<file path="src/hdl/reset_pkg.sv">
// Package with constants and carrier types for the reset combiner and power-up delay timer.
package reset_pkg;
    localparam int unsigned CLK_FREQ_HZ     = 250_000_000;
    localparam int unsigned PUD_TIME_MS     = 64;
    localparam int unsigned PUD_CYCLES      = (CLK_FREQ_HZ / 1000) * PUD_TIME_MS;
    localparam int unsigned TICK_DIV        = 250;
    localparam int unsigned PUD_TICKS       = PUD_CYCLES / TICK_DIV;
    localparam int unsigned TICK_W          = 8;
    localparam int unsigned PUD_W           = 17;
    localparam int unsigned NUM_SOURCES     = 10;

    localparam logic [TICK_W-1:0] TICK_LAST = TICK_W'(TICK_DIV - 1);

    typedef enum logic [3:0] {
        SRC_POWER_ON,
        SRC_BROWNOUT,
        SRC_LP_BROWNOUT,
        SRC_MASTER_CLEAR,
        SRC_WATCHDOG,
        SRC_RESET_INSTR,
        SRC_STACK_OVER,
        SRC_STACK_UNDER,
        SRC_PROG_EXIT,
        SRC_PUD_TIMER
    } reset_source_t;

    typedef struct packed {
        logic power_on_detect;
        logic brownout_detect;
        logic low_power_brownout_detect;
        logic external_master_clear;
        logic watchdog_reset;
        logic reset_instruction;
        logic stack_overflow;
        logic stack_underflow;
        logic programming_exit;
    } reset_requests_t;
endpackage

</file>
<file path="src/hdl/power_up_delay_timer.sv">
// Power-up delay timer counting slow ticks until the start-up delay expires.
`timescale 1ns/1ps
module power_up_delay_timer
    import reset_pkg::*;
(
    input  wire logic clk_sys,
    input  wire logic reset_n,
    input  wire logic tick,
    input  wire logic restart,
    input  wire logic enable,
    output logic      running
);
    typedef enum {PUD_IDLE, PUD_COUNT, PUD_DONE} pud_state_t;

    pud_state_t       state_reg;
    pud_state_t       state_next;
    logic [PUD_W-1:0] count_reg;
    logic [PUD_W-1:0] count_next;

    always_comb begin
        state_next = state_reg;
        count_next = count_reg;
        unique case (state_reg)
            PUD_IDLE: begin
                count_next = '0;
                // Counting begins only once both supply requests have gone away.
                if (!restart) begin
                    state_next = enable ? PUD_COUNT : PUD_DONE;
                end
            end
            PUD_COUNT: begin
                if (restart) begin
                    state_next = PUD_IDLE;
                    count_next = '0;
                end else if (tick) begin
                    if (count_reg == PUD_W'(PUD_TICKS - 1)) begin
                        state_next = PUD_DONE;
                    end else begin
                        count_next = count_reg + PUD_W'(1);
                    end
                end
            end
            PUD_DONE: begin
                if (restart) begin
                    state_next = PUD_IDLE;
                end
            end
        endcase
    end

    always_ff @(posedge clk_sys) begin
        if (!reset_n) begin
            state_reg <= PUD_IDLE;
            count_reg <= '0;
        end else begin
            state_reg <= state_next;
            count_reg <= count_next;
        end
    end

    // A cleared counter is not yet done, so reset holds until DONE is reached.
    assign running = (state_reg != PUD_DONE);
endmodule

</file>
<file path="src/hdl/reset_combiner.sv">
// Reset source combiner that extends supply resets with the power-up delay.
//
// Functional notes
// - Any of the nine reset sources asserts the core reset.
// - Core stays in reset while the power-on detector reports low supply.
// - Enabled power-up delay lasts a nominal 64 ms after supply resets.
// - Core stays in reset while the power-up delay timer is counting.
// - Delay is enabled only when its disable bit is low; high bypasses it.
// - Delay starts only after power-on and brown-out both released.
// - Reset releases only when delay, brown-out and master clear all released.
// - Low-power brown-out is ORed with brown-out into one brown-out signal.
`timescale 1ns/1ps
module reset_combiner
    import reset_pkg::*;
(
    input  wire logic              clk_sys,
    input  wire logic              reset_n,
    input  wire reset_requests_t   requests,
    input  wire logic              power_up_delay_disable_n,
    output logic                   core_reset,
    output logic [NUM_SOURCES-1:0] reset_cause
);
    // Requests arrive from analog detectors, pins and internal requesters, and each passes two flops.
    reset_requests_t sync1_reg;
    reset_requests_t sync1_next;
    reset_requests_t sync2_reg;
    reset_requests_t sync2_next;
    logic            cfg_sync1_reg;
    logic            cfg_sync2_reg;
    logic            cfg_sync1_next;
    logic            cfg_sync2_next;

    always_comb begin
        sync1_next     = requests;
        sync2_next     = sync1_reg;
        cfg_sync1_next = power_up_delay_disable_n;
        cfg_sync2_next = cfg_sync1_reg;
    end

    // The synchroniser resets to the asserted state so the core is held from reset.
    always_ff @(posedge clk_sys) begin
        if (!reset_n) begin
            sync1_reg     <= '1;
            sync2_reg     <= '1;
            cfg_sync1_reg <= 1'b1;
            cfg_sync2_reg <= 1'b1;
        end else begin
            sync1_reg     <= sync1_next;
            sync2_reg     <= sync2_next;
            cfg_sync1_reg <= cfg_sync1_next;
            cfg_sync2_reg <= cfg_sync2_next;
        end
    end

    logic brownout_any;
    logic supply_request;
    logic pud_running;
    logic pud_enable;

    assign brownout_any   = sync2_reg.brownout_detect | sync2_reg.low_power_brownout_detect;
    assign supply_request = sync2_reg.power_on_detect | brownout_any;
    assign pud_enable     = !cfg_sync2_reg;

    // Slow timebase; keeping the delay counter narrow costs one small prescaler.
    logic [TICK_W-1:0] tick_cnt_reg;
    logic [TICK_W-1:0] tick_cnt_next;
    logic              tick;

    always_comb begin
        tick          = (tick_cnt_reg == TICK_LAST);
        tick_cnt_next = tick ? '0 : tick_cnt_reg + TICK_W'(1);
    end

    always_ff @(posedge clk_sys) begin
        if (!reset_n) begin
            tick_cnt_reg <= '0;
        end else begin
            tick_cnt_reg <= tick_cnt_next;
        end
    end

    power_up_delay_timer u_pud (
        .clk_sys (clk_sys),
        .reset_n (reset_n),
        .tick    (tick),
        .restart (supply_request),
        .enable  (pud_enable),
        .running (pud_running)
    );

    logic [NUM_SOURCES-1:0] cause_vec;

    always_comb begin
        cause_vec                   = '0;
        cause_vec[SRC_POWER_ON]     = sync2_reg.power_on_detect;
        cause_vec[SRC_BROWNOUT]     = brownout_any;
        cause_vec[SRC_LP_BROWNOUT]  = sync2_reg.low_power_brownout_detect;
        cause_vec[SRC_MASTER_CLEAR] = sync2_reg.external_master_clear;
        cause_vec[SRC_WATCHDOG]     = sync2_reg.watchdog_reset;
        cause_vec[SRC_RESET_INSTR]  = sync2_reg.reset_instruction;
        cause_vec[SRC_STACK_OVER]   = sync2_reg.stack_overflow;
        cause_vec[SRC_STACK_UNDER]  = sync2_reg.stack_underflow;
        cause_vec[SRC_PROG_EXIT]    = sync2_reg.programming_exit;
        cause_vec[SRC_PUD_TIMER]    = pud_running;
    end

    logic                   core_reset_reg;
    logic                   core_reset_next;
    logic [NUM_SOURCES-1:0] cause_reg;
    logic [NUM_SOURCES-1:0] cause_next;

    always_comb begin
        core_reset_next = |cause_vec;
        cause_next      = cause_vec;
    end

    always_ff @(posedge clk_sys) begin
        if (!reset_n) begin
            core_reset_reg <= 1'b1;
            cause_reg      <= '0;
        end else begin
            core_reset_reg <= core_reset_next;
            cause_reg      <= cause_next;
        end
    end

    assign core_reset  = core_reset_reg;
    assign reset_cause = cause_reg;
endmodule

</file>
<file path="config.mk">
export PLATFORM = sky130hd
export DESIGN_NAME = reset_combiner
export DESIGN_NICKNAME = d
export VERILOG_FILES = /design/src/hdl/reset_pkg.sv /design/src/hdl/power_up_delay_timer.sv /design/src/hdl/reset_combiner.sv
export SDC_FILE = /design/constraint.sdc
export NUM_CORES = 1
export LEC_CHECK = 0
export ABC_AREA = 0
export BUFFER_PORTS_ARGS = -buffer_cell sky130_fd_sc_hd__buf_2
export CAP_MARGIN = 10
export CORE_ASPECT_RATIO = 1.25
export CORE_MARGIN = 3
export CORE_UTILIZATION = 50
export DETAILED_ROUTE_END_ITERATION = 12
export PLACE_DENSITY = 0.69
export SYNTH_ARGS = -nofsm -noshare
export SYNTH_HDL_FRONTEND = slang
export SYNTH_SLANG_ARGS = --single-unit
export TNS_END_PERCENT = 5
</file>
<file path="constraint.sdc">
create_clock -name clk_sys -period 5.5 [get_ports clk_sys]
set_clock_uncertainty 0.1 [all_clocks]
set_input_delay 0.275 -clock clk_sys [delete_from_list [all_inputs] [get_ports clk_sys]]
set_output_delay 0.275 -clock clk_sys [all_outputs]
set_load 0.05 [all_outputs]
</file>
==> results of run 1 <==
worst reg2reg max path: stages, from the launching register on:
cell and delay [ps]:
dfxtp_1 330, inv_1 70, ha_1 220, nor2_1 490, nor3_2 150, a21oi_2 510, or3_1 190, a21oi_1 70
metal layers:
metal	GRT usage (%)	up-vias	wire (um)
li1	-	923	-
met1	22.37	815	1929
met2	26.40	34	2070
met3	6.495	10	214
met4	8.856	0	97
met5	0	-	0
power by group through the flow:
stage	Sequential, uW	Clock [uW]	Combinational, uW
2_1_floorplan	474	0	69.8
3_5_place_dp	454	0	110
6_report	445	427	110
4_1_cts	445	437	111
5_1_grt	447	461	122
3_3_place_gp	454	0	108
metrics by stage:
stage	hold WS, ps	setup slack, ps	power [uW]	std cells	area, um2
2_1_floorplan	276.5	3651	543.4	244	2370
3_3_place_gp	288.3	3260	561.9	318	2519
3_5_place_dp	290.9	3218	564.9	318	2519
4_1_cts	11.42	3244	993.1	334	2738
5_1_grt	3.017	3030	1029	334	2738
6_report	21.38	3256	981.5	334	2738
cells by family after synthesis:
group,Yosys count,synth area share (%)
flops,58,49.00
mux,2,0.8448
simple gates,128,34.16
fa+ha+maj,6,3.168
xor+xnor,6,2.218
buf+inv,12,2.376
compound gates,32,8.237
synthesized netlist by cell type, drive strengths merged (3+ instances only):
| master | n |
|---|---|
| and2 | 9 |
| or3 | 4 |
| nand2 | 10 |
| buf | 3 |
| nand2b | 21 |
| o21ai | 8 |
| inv | 6 |
| nor3 | 7 |
| a31oi | 3 |
| a21oi | 13 |
| nor4b | 4 |
| dfxtp | 58 |
| xnor2 | 4 |
| clkbuf | 3 |
| nor2 | 24 |
| nand3 | 19 |
| and4 | 5 |
| nor2b | 3 |
| ha | 6 |
| nand4 | 8 |
| nor4 | 3 |
worst max path at each step:
stage / startpoint / end / slack (ps) / cells past startpoint
floorplan: u_pud.count_reg[0] / u_pud.count_reg[15] / 3650 / 6
global placement: reset_n / u_pud.count_reg[15] / 3260 / 5
detailed placement: reset_n / u_pud.count_reg[15] / 3220 / 5
CTS: u_pud.state_reg[1] / u_pud.count_reg[13] / 3240 / 7
global route: u_pud.state_reg[1] / u_pud.count_reg[6] / 3030 / 7
finish: u_pud.state_reg[1] / u_pud.count_reg[13] / 3260 / 7
layout make-up:
class | instances | area (um2) | area share (%)
sequential | 58 | 1161 | 42.41
multi-input combinational | 174 | 1152 | 42.09
clock buffer | 11 | 141.4 | 5.165
timing repair buffer | 22 | 110.1 | 4.022
clock inverter | 5 | 77.57 | 2.834
tap | 58 | 72.57 | 2.651
inverter | 6 | 22.52 | 0.8227
==> flow_metrics.env, run 1 <==
export IMPL_ys_ff_latch=58
export IMPL_critPathLaunchType="flip-flop"
export IMPL_r2r_slack_ps=3260
export IMPL_grt_overflow=0
export IMPL_row_count=27
export IMPL_pwr_share_comb_pct=11.2
export IMPL_slowest_stage="a21oi_2"
export IMPL_cts_sinks=58
export IMPL_min_path_cells=2
export IMPL_maxCapViolCount=0
export IMPL_wire_per_inst_um=12.91
export IMPL_drc=0
export IMPL_synth_edf_count=0
export IMPL_slowest_delay_ps=510
export IMPL_synth_distinct_cells=52
export IMPL_final_util_pct=60.93
export IMPL_initial_core_util_pct=52.74
export IMPL_viasPerCell=5.335
export IMPL_reg2reg_to="u_pud.count_reg[13]"
export IMPL_io_buffers=22
export IMPL_die_area_um2=5607
export IMPL_synthArstFlopShare_pct=0
export IMPL_cp_cell_sequence="inv_1, ha_1, nor2_1, nor3_2, a21oi_2, or3_1, a21oi_1"
export IMPL_cp_max_fo=15
export IMPL_grt_pass1_wl_um=7514
export IMPL_grt_pass1_vias=1663
export IMPL_clockRootBuffer="clkbuf_8"
export IMPL_power_leakage_uw=0.001036
export IMPL_grt_max_degree=39
export IMPL_drtIter0Drc=133
export IMPL_setup_viol=0
export IMPL_grt_antenna_before_repair=0
export IMPL_power_share_clock_pct=43.5
export IMPL_hold_class="primary input to flip-flop"
export IMPL_first_pass_iters=5
export IMPL_clkLatencyLatePin_ps=330
export IMPL_cp_data_required_time_ps=5610
export IMPL_seq_area_frac_synth_pct=49.00
export IMPL_syn_area_per_cell_um2=9.712
export IMPL_fin_setup_tns_ps=0
export IMPL_clock_path_buffers=2
export IMPL_grt_usage_pct=17.82
export IMPL_synth_flop_cell="dfxtp_1"
export IMPL_place_gp_congestion=0.8190
export IMPL_timing_rr_start="u_pud.state_reg[1]"
export IMPL_cp_end_kind="flip-flop"
export IMPL_post_cts_resized=0
export IMPL_cp_top_family="simple AND/OR/NAND/NOR gates"
export IMPL_power_density_nw_per_um2=358.5
export IMPL_cts_tree="done"
export IMPL_period_needed_ps=2244
export IMPL_ant_nets=0
export IMPL_max_freq_mhz=445.6
export IMPL_clk_pin_slew_ps=70
export IMPL_area_delta_synth_final_pct=15.52
export IMPL_holdBufCountCts=0
export IMPL_status="complete, no violations"
export IMPL_peakVddDrop_v=0.0002293
export IMPL_min_from="requests[0]"
export IMPL_critPathBufInv=1
export IMPL_yosysTopAreaCell="dfxtp_1"
export IMPL_largest_reg_flops=17
export IMPL_nets=289
export IMPL_p_sw_uw=245.3
export IMPL_chipHeight_um=82.97
export IMPL_finalWirelength_um=4311
export IMPL_setup_worst_path_class="flip-flop to flip-flop"
export IMPL_synth_area_leaders="dfxtp_1, nand2b_1, nand3_1"
export IMPL_post_cts_setup_buffers=0
export IMPL_core_area_um2=4493
export IMPL_rsz0062_at_grt="false"
export IMPL_htree_levels=3
export IMPL_cp_arrival_ps=2350
export IMPL_sequentialPowerShare_pct=45.3
export IMPL_switching_share_pct=24.99
export IMPL_cts_made_buffers=9
export IMPL_antenna_cells=0
export IMPL_synth_nets=262
export IMPL_layout_commonest_cell="dfxtp_1"
export IMPL_drive_gt1_share_pct=19.57
export IMPL_worst_slew_pin_slew_ps=640.8
export IMPL_period_share_pct=40.81
export IMPL_worst_r2r_path_depth=7
export IMPL_ioPinCount=23
export IMPL_fillers=395
export IMPL_hpwl_um=3040
export IMPL_drv_slew=0
export IMPL_vias=1782
export IMPL_synth_top_cell_area_share_pct=49.00
export IMPL_final_cell_mix="dfxtp_1, nor2_1, buf_2"
export IMPL_yosysWarnings=0
export IMPL_die_w_um=67.58
export IMPL_whs_endpoint="sync1_reg[0]"
export IMPL_hold_viol_final=0
export IMPL_syn_inst=244
export IMPL_syn_area_um2=2370
export IMPL_intPower_uw=736.2
export IMPL_slew_headroom_pct=57.28
(Power assumes the default switching activity.)
==> inputs of run 2 (changes only) <==
==> constraint.sdc (replaced) <==
create_clock -name clk_sys -period 2.3 [get_ports clk_sys]
set_clock_uncertainty 0.1 [all_clocks]
set_input_delay 0.115 -clock clk_sys [delete_from_list [all_inputs] [get_ports clk_sys]]
set_output_delay 0.115 -clock clk_sys [all_outputs]
set_load 0.05 [all_outputs]
==> flow_metrics.env, run 2 (same netlist as run 1, synthesis figures left out) <==
export IMPL_status="complete, no violations"
export IMPL_antenna_cells=0
export IMPL_grt_overflow=0
export IMPL_grt_max_degree=38
export IMPL_first_pass_iters=7
export IMPL_cts_tree="done"
export IMPL_clock_path_buffers=2
export IMPL_ioPinCount=23
export IMPL_ant_nets=0
export IMPL_worst_slew_pin_slew_ps=363.9
export IMPL_hold_class="primary input to flip-flop"
export IMPL_finalWirelength_um=4568
export IMPL_power_density_nw_per_um2=790.9
export IMPL_fillers=380
export IMPL_hold_viol_final=0
export IMPL_wire_per_inst_um=13.05
export IMPL_vias=1854
export IMPL_fin_setup_tns_ps=0
export IMPL_max_freq_mhz=487.0
export IMPL_die_area_um2=5607
export IMPL_grt_antenna_before_repair=0
export IMPL_critPathBufInv=2
export IMPL_grt_usage_pct=18.44
export IMPL_setup_worst_path_class="flip-flop to flip-flop"
export IMPL_total_power_uw=2270
export IMPL_cts_made_buffers=9
export IMPL_cp_cell_sequence="inv_1, ha_1, nor2_1, nor3_2, a21oi_2, buf_4, or4_1, a21oi_1"
export IMPL_layout_commonest_cell="dfxtp_1"
export IMPL_slowest_delay_ps=400
export IMPL_cp_end_kind="flip-flop"
export IMPL_grt_pass1_vias=1731
export IMPL_final_cell_mix="dfxtp_1, nor2_1, buf_2"
export IMPL_rsz0062_at_grt="false"
export IMPL_period_share_pct=89.27
export IMPL_cp_arrival_ps=2220
export IMPL_initial_core_util_pct=52.74
export IMPL_clockRootBuffer="clkbuf_8"
export IMPL_drv_slew=0
export IMPL_hpwl_um=3115
export IMPL_setup_viol=0
export IMPL_grt_pass1_wl_um=7838
export IMPL_row_count=27
export IMPL_clk_pin_slew_ps=60
export IMPL_slew_headroom_pct=75.64
export IMPL_power_leakage_uw=0.001112
export IMPL_area_delta_synth_final_pct=21.12
export IMPL_place_gp_congestion=0.8000
export IMPL_cp_data_required_time_ps=2460
export IMPL_core_area_um2=4493
export IMPL_slowest_stage="or4_1"
export IMPL_cp_top_family="simple AND/OR/NAND/NOR gates"
export IMPL_critPathLaunchType="flip-flop"
export IMPL_maxCapViolCount=0
export IMPL_clkLatencyLatePin_ps=330
export IMPL_nets=307
export IMPL_cp_max_fo=15
export IMPL_io_buffers=22
export IMPL_viasPerCell=5.297
export IMPL_drtIter0Drc=104
export IMPL_period_needed_ps=2053
export IMPL_die_w_um=67.58
export IMPL_chipHeight_um=82.97
export IMPL_cts_sinks=58
export IMPL_drc=0
export IMPL_drive_gt1_share_pct=20.89
export IMPL_peakVddDrop_v=0.0005098
export IMPL_largest_reg_flops=17
export IMPL_htree_levels=3
==> run 2: changes by cell type in the layout (fill, tap and decap cells not counted) <==
cell / previous run / this run
bufinv_16: 2 / 1
dlygate4sd3_1: 0 / 10
clkbuf_8: 10 / 11
buf_4: 0 / 8
clkinvlp_4: 1 / 0
clkbuf_1: 1 / 0
==> run 2: path summary, 6_finish.rpt <==
kind	start	endpoint	slack [ps]	cells past startpoint
min reg2reg	sync1_reg[2]	cause_next[6]	300	1
max reg2reg	u_pud.state_reg[1]	u_pud.count_reg[6]	250	8
min	reset_n	reset_cause[9]	120	4
max	u_pud.state_reg[1]	u_pud.count_reg[6]	250	8
==> run 2: per-stage QoR <==
step	hold WS [ps]	instance area (um2)	utilization (%)	setup WS, ps	instances
after floorplan	116.5	2370	-	450.5	244
after global routing	136.4	2870	63.88	131.0	350
after global placement	195.9	2579	57.39	293.3	326
final	119.8	2870	63.88	246.8	350
after detailed placement	198.8	2579	57.39	260.3	326
after CTS	112.9	2870	63.88	255.8	350
==> run 2: tightest hold or removal path, cell delays in order <==
cell	delay, ps
buf_2	90
inv_1	30
buf_4	180
nor2_1	90
==> run 2: metal layers <==
layer | up-vias | GRT usage [%] | routed length [um]
met3 | 8 | 5.277 | 162
li1 | 952 | - | -
met2 | 36 | 28.79 | 2276
met5 | - | 0 | 0
met4 | 0 | 8.303 | 70
met1 | 858 | 23.02 | 2058
==> run 2: area by class of cell <==
| class | count | area, um2 | share of cell area [%] |
|---|---|---|---|
| multi-input cells | 174 | 1152 | 40.15 |
| clock inverters | 3 | 40.04 | 1.395 |
| repair buffers | 40 | 270.3 | 9.416 |
| clock buffers | 11 | 151.4 | 5.275 |
| inverters | 6 | 22.52 | 0.7847 |
| well taps | 58 | 72.57 | 2.528 |
| flip-flops and latches | 58 | 1161 | 40.45 |
==> run 2: where the power goes <==
group | internal, uW | leakage, uW | switching (uW)
registers | 1050 | 0.000477 | 17.5
logic | 108 | 0.000534 | 191
clock network | 543 | 0.000101 | 365
==> run 2: what timing repair did <==
| item | CTS | global route |
|---|---|---|
| hold buffers | 10 | 0 |
| gates resized for setup | 0 | 0 |
| setup endpoints to repair | 0 | 0 |
| setup buffers | 0 | 0 |
| hold endpoints to repair | 10 | 0 |
==> inputs of run 3 (changes only) <==
--- a/config.mk
+++ b/config.mk
@@ -12,8 +12,7 @@
 export CORE_MARGIN = 3
 export CORE_UTILIZATION = 50
 export DETAILED_ROUTE_END_ITERATION = 12
-export PLACE_DENSITY = 0.69
+export PLACE_DENSITY = 0.8
 export SYNTH_ARGS = -nofsm -noshare
 export SYNTH_HDL_FRONTEND = slang
 export SYNTH_SLANG_ARGS = --single-unit
-export TNS_END_PERCENT = 5
==> flow_metrics.env, run 3 (same netlist as run 1, synthesis figures left out) <==
export IMPL_finalWirelength_um=4684
export IMPL_power_leakage_uw=0.001096
export IMPL_drc=0
export IMPL_cts_made_buffers=9
export IMPL_setup_viol=0
export IMPL_wire_per_inst_um=13.42
export IMPL_multiInputGateArea_um2=1152
export IMPL_setup_slack_ps=253.5
export IMPL_hold_viol_final=0
export IMPL_vias=1901
export IMPL_area_delta_synth_final_pct=20.22
export IMPL_initial_core_util_pct=52.74
export IMPL_antenna_cells=0
export IMPL_holdWs_ps=109.2
export IMPL_drv_slew=0
export IMPL_die_area_um2=5607
export IMPL_critPathLaunchType="flip-flop"
export IMPL_ant_nets=0
export IMPL_seqCellArea_um2=1161
export IMPL_hpwl_um=3198
export IMPL_fin_cells=349
export IMPL_largest_reg_flops=17
export IMPL_grt_pass1_vias=1842
export IMPL_die_w_um=67.58
export IMPL_max_freq_mhz=488.6
export IMPL_post_cts_setup_buffers=0
export IMPL_cts_sinks=58
export IMPL_clockRootBuffer="clkbuf_8"
export IMPL_period_needed_ps=2047
export IMPL_pre_cts_slack_ps=258.2
export IMPL_clk_pin_slew_ps=60
export IMPL_cp_data_required_time_ps=2460
export IMPL_final_cell_mix="dfxtp_1, nor2_1, buf_2"
export IMPL_hold_class="primary input to flip-flop"
export IMPL_io_buffers=22
export IMPL_slew_headroom_pct=68.71
export IMPL_cp_arrival_ps=2200
export IMPL_row_count=27
export IMPL_grt_antenna_before_repair=0
export IMPL_first_pass_iters=4
export IMPL_fin_setup_tns_ps=0
export IMPL_grt_usage_pct=19.26
export IMPL_cp_max_fo=15
export IMPL_power_density_nw_per_um2=771.1
export IMPL_rsz0062_at_grt="false"
export IMPL_total_power_uw=2197
export IMPL_p_sw_uw=577.9
export IMPL_cts_tree="done"
export IMPL_pwr_share_comb_pct=13.8
export IMPL_status="complete, no violations"
export IMPL_grt_pass1_wl_um=8259
export IMPL_place_gp_congestion=0.8135
export IMPL_cp_end_kind="flip-flop"
export IMPL_drtIter0Drc=139
export IMPL_ioPinCount=23
export IMPL_grt_overflow=0
export IMPL_fillers=364
export IMPL_core_area_um2=4493
export IMPL_maxCapViolCount=0
export IMPL_layout_commonest_cell="dfxtp_1"
export IMPL_peakVddDrop_v=0.0007089
export IMPL_viasPerCell=5.447
export IMPL_chipHeight_um=82.97
export IMPL_intPower_uw=1619
export IMPL_nets=306
export IMPL_sequentialPowerShare_pct=48.4
export IMPL_grt_max_degree=38
export IMPL_power_share_clock_pct=37.8
export IMPL_htree_levels=3
export IMPL_period_share_pct=88.98
export IMPL_clock_path_buffers=2
export IMPL_placed_cells=325
export IMPL_switching_share_pct=26.31
export IMPL_setup_worst_path_class="flip-flop to flip-flop"
export IMPL_drive_gt1_share_pct=20.62
export IMPL_worst_slew_pin_slew_ps=466.8
export IMPL_clkLatencyLatePin_ps=330
## run 3: path summary, 6_finish.rpt
kind,from,to,slack (ps),cells past startpoint
worst min-delay path,reset_n,reset_cause[9],110,4
worst max register to register,u_pud.state_reg[1],u_pud.count_reg[6],250,8
worst max-delay path,u_pud.state_reg[1],u_pud.count_reg[6],250,8
worst min register to register,sync1_reg[5],cause_next[3],310,1
## run 3: power groups by stage
stage | clock [uW] | sequential, uW | combinational, uW
final | 830 | 1060 | 304
after global routing | 900 | 1070 | 337
after CTS | 851 | 1060 | 304
after detailed placement | 0 | 1090 | 288
after global placement | 0 | 1080 | 281
after floorplan | 0 | 1130 | 167
## run 3: worst max-delay path, stage by stage, from the launching register on
cell and delay [ps]:
dfxtp_1 310, inv_1 90, ha_1 230, nor2_1 100
nor3_2 320, a21oi_2 90, buf_4 190, or4_1 400
a21oi_1 140
## run 3: per-stage QoR
step,area (um2),utilization [%]
after floorplan,2370,-
after global placement,2571,57.23
after detailed placement,2571,57.23
after CTS,2849,63.41
after global routing,2849,63.41
final,2849,63.41
## run 3: routing by layer
metal	wire length (um)	global-route usage [%]
met2	2394	31.27
met4	102	7.934
met1	2009	22.75
met3	178	6.225
met5	0	0
## run 3: area by class of cell
class	instances	area share, %
well taps	58	2.547
multi-input cells	174	40.45
clock inverters	2	0.4392
flip-flops and latches	58	40.76
inverters	6	0.7905
clock buffers	12	5.797
repair buffers	39	9.223
## run 3: repair_timing
item / 4_1_cts / 5_1_grt
gates resized for setup: 0 / 0
setup endpoints to repair: 0 / 0
hold endpoints to repair: 10 / 0
hold buffers: 10 / 0
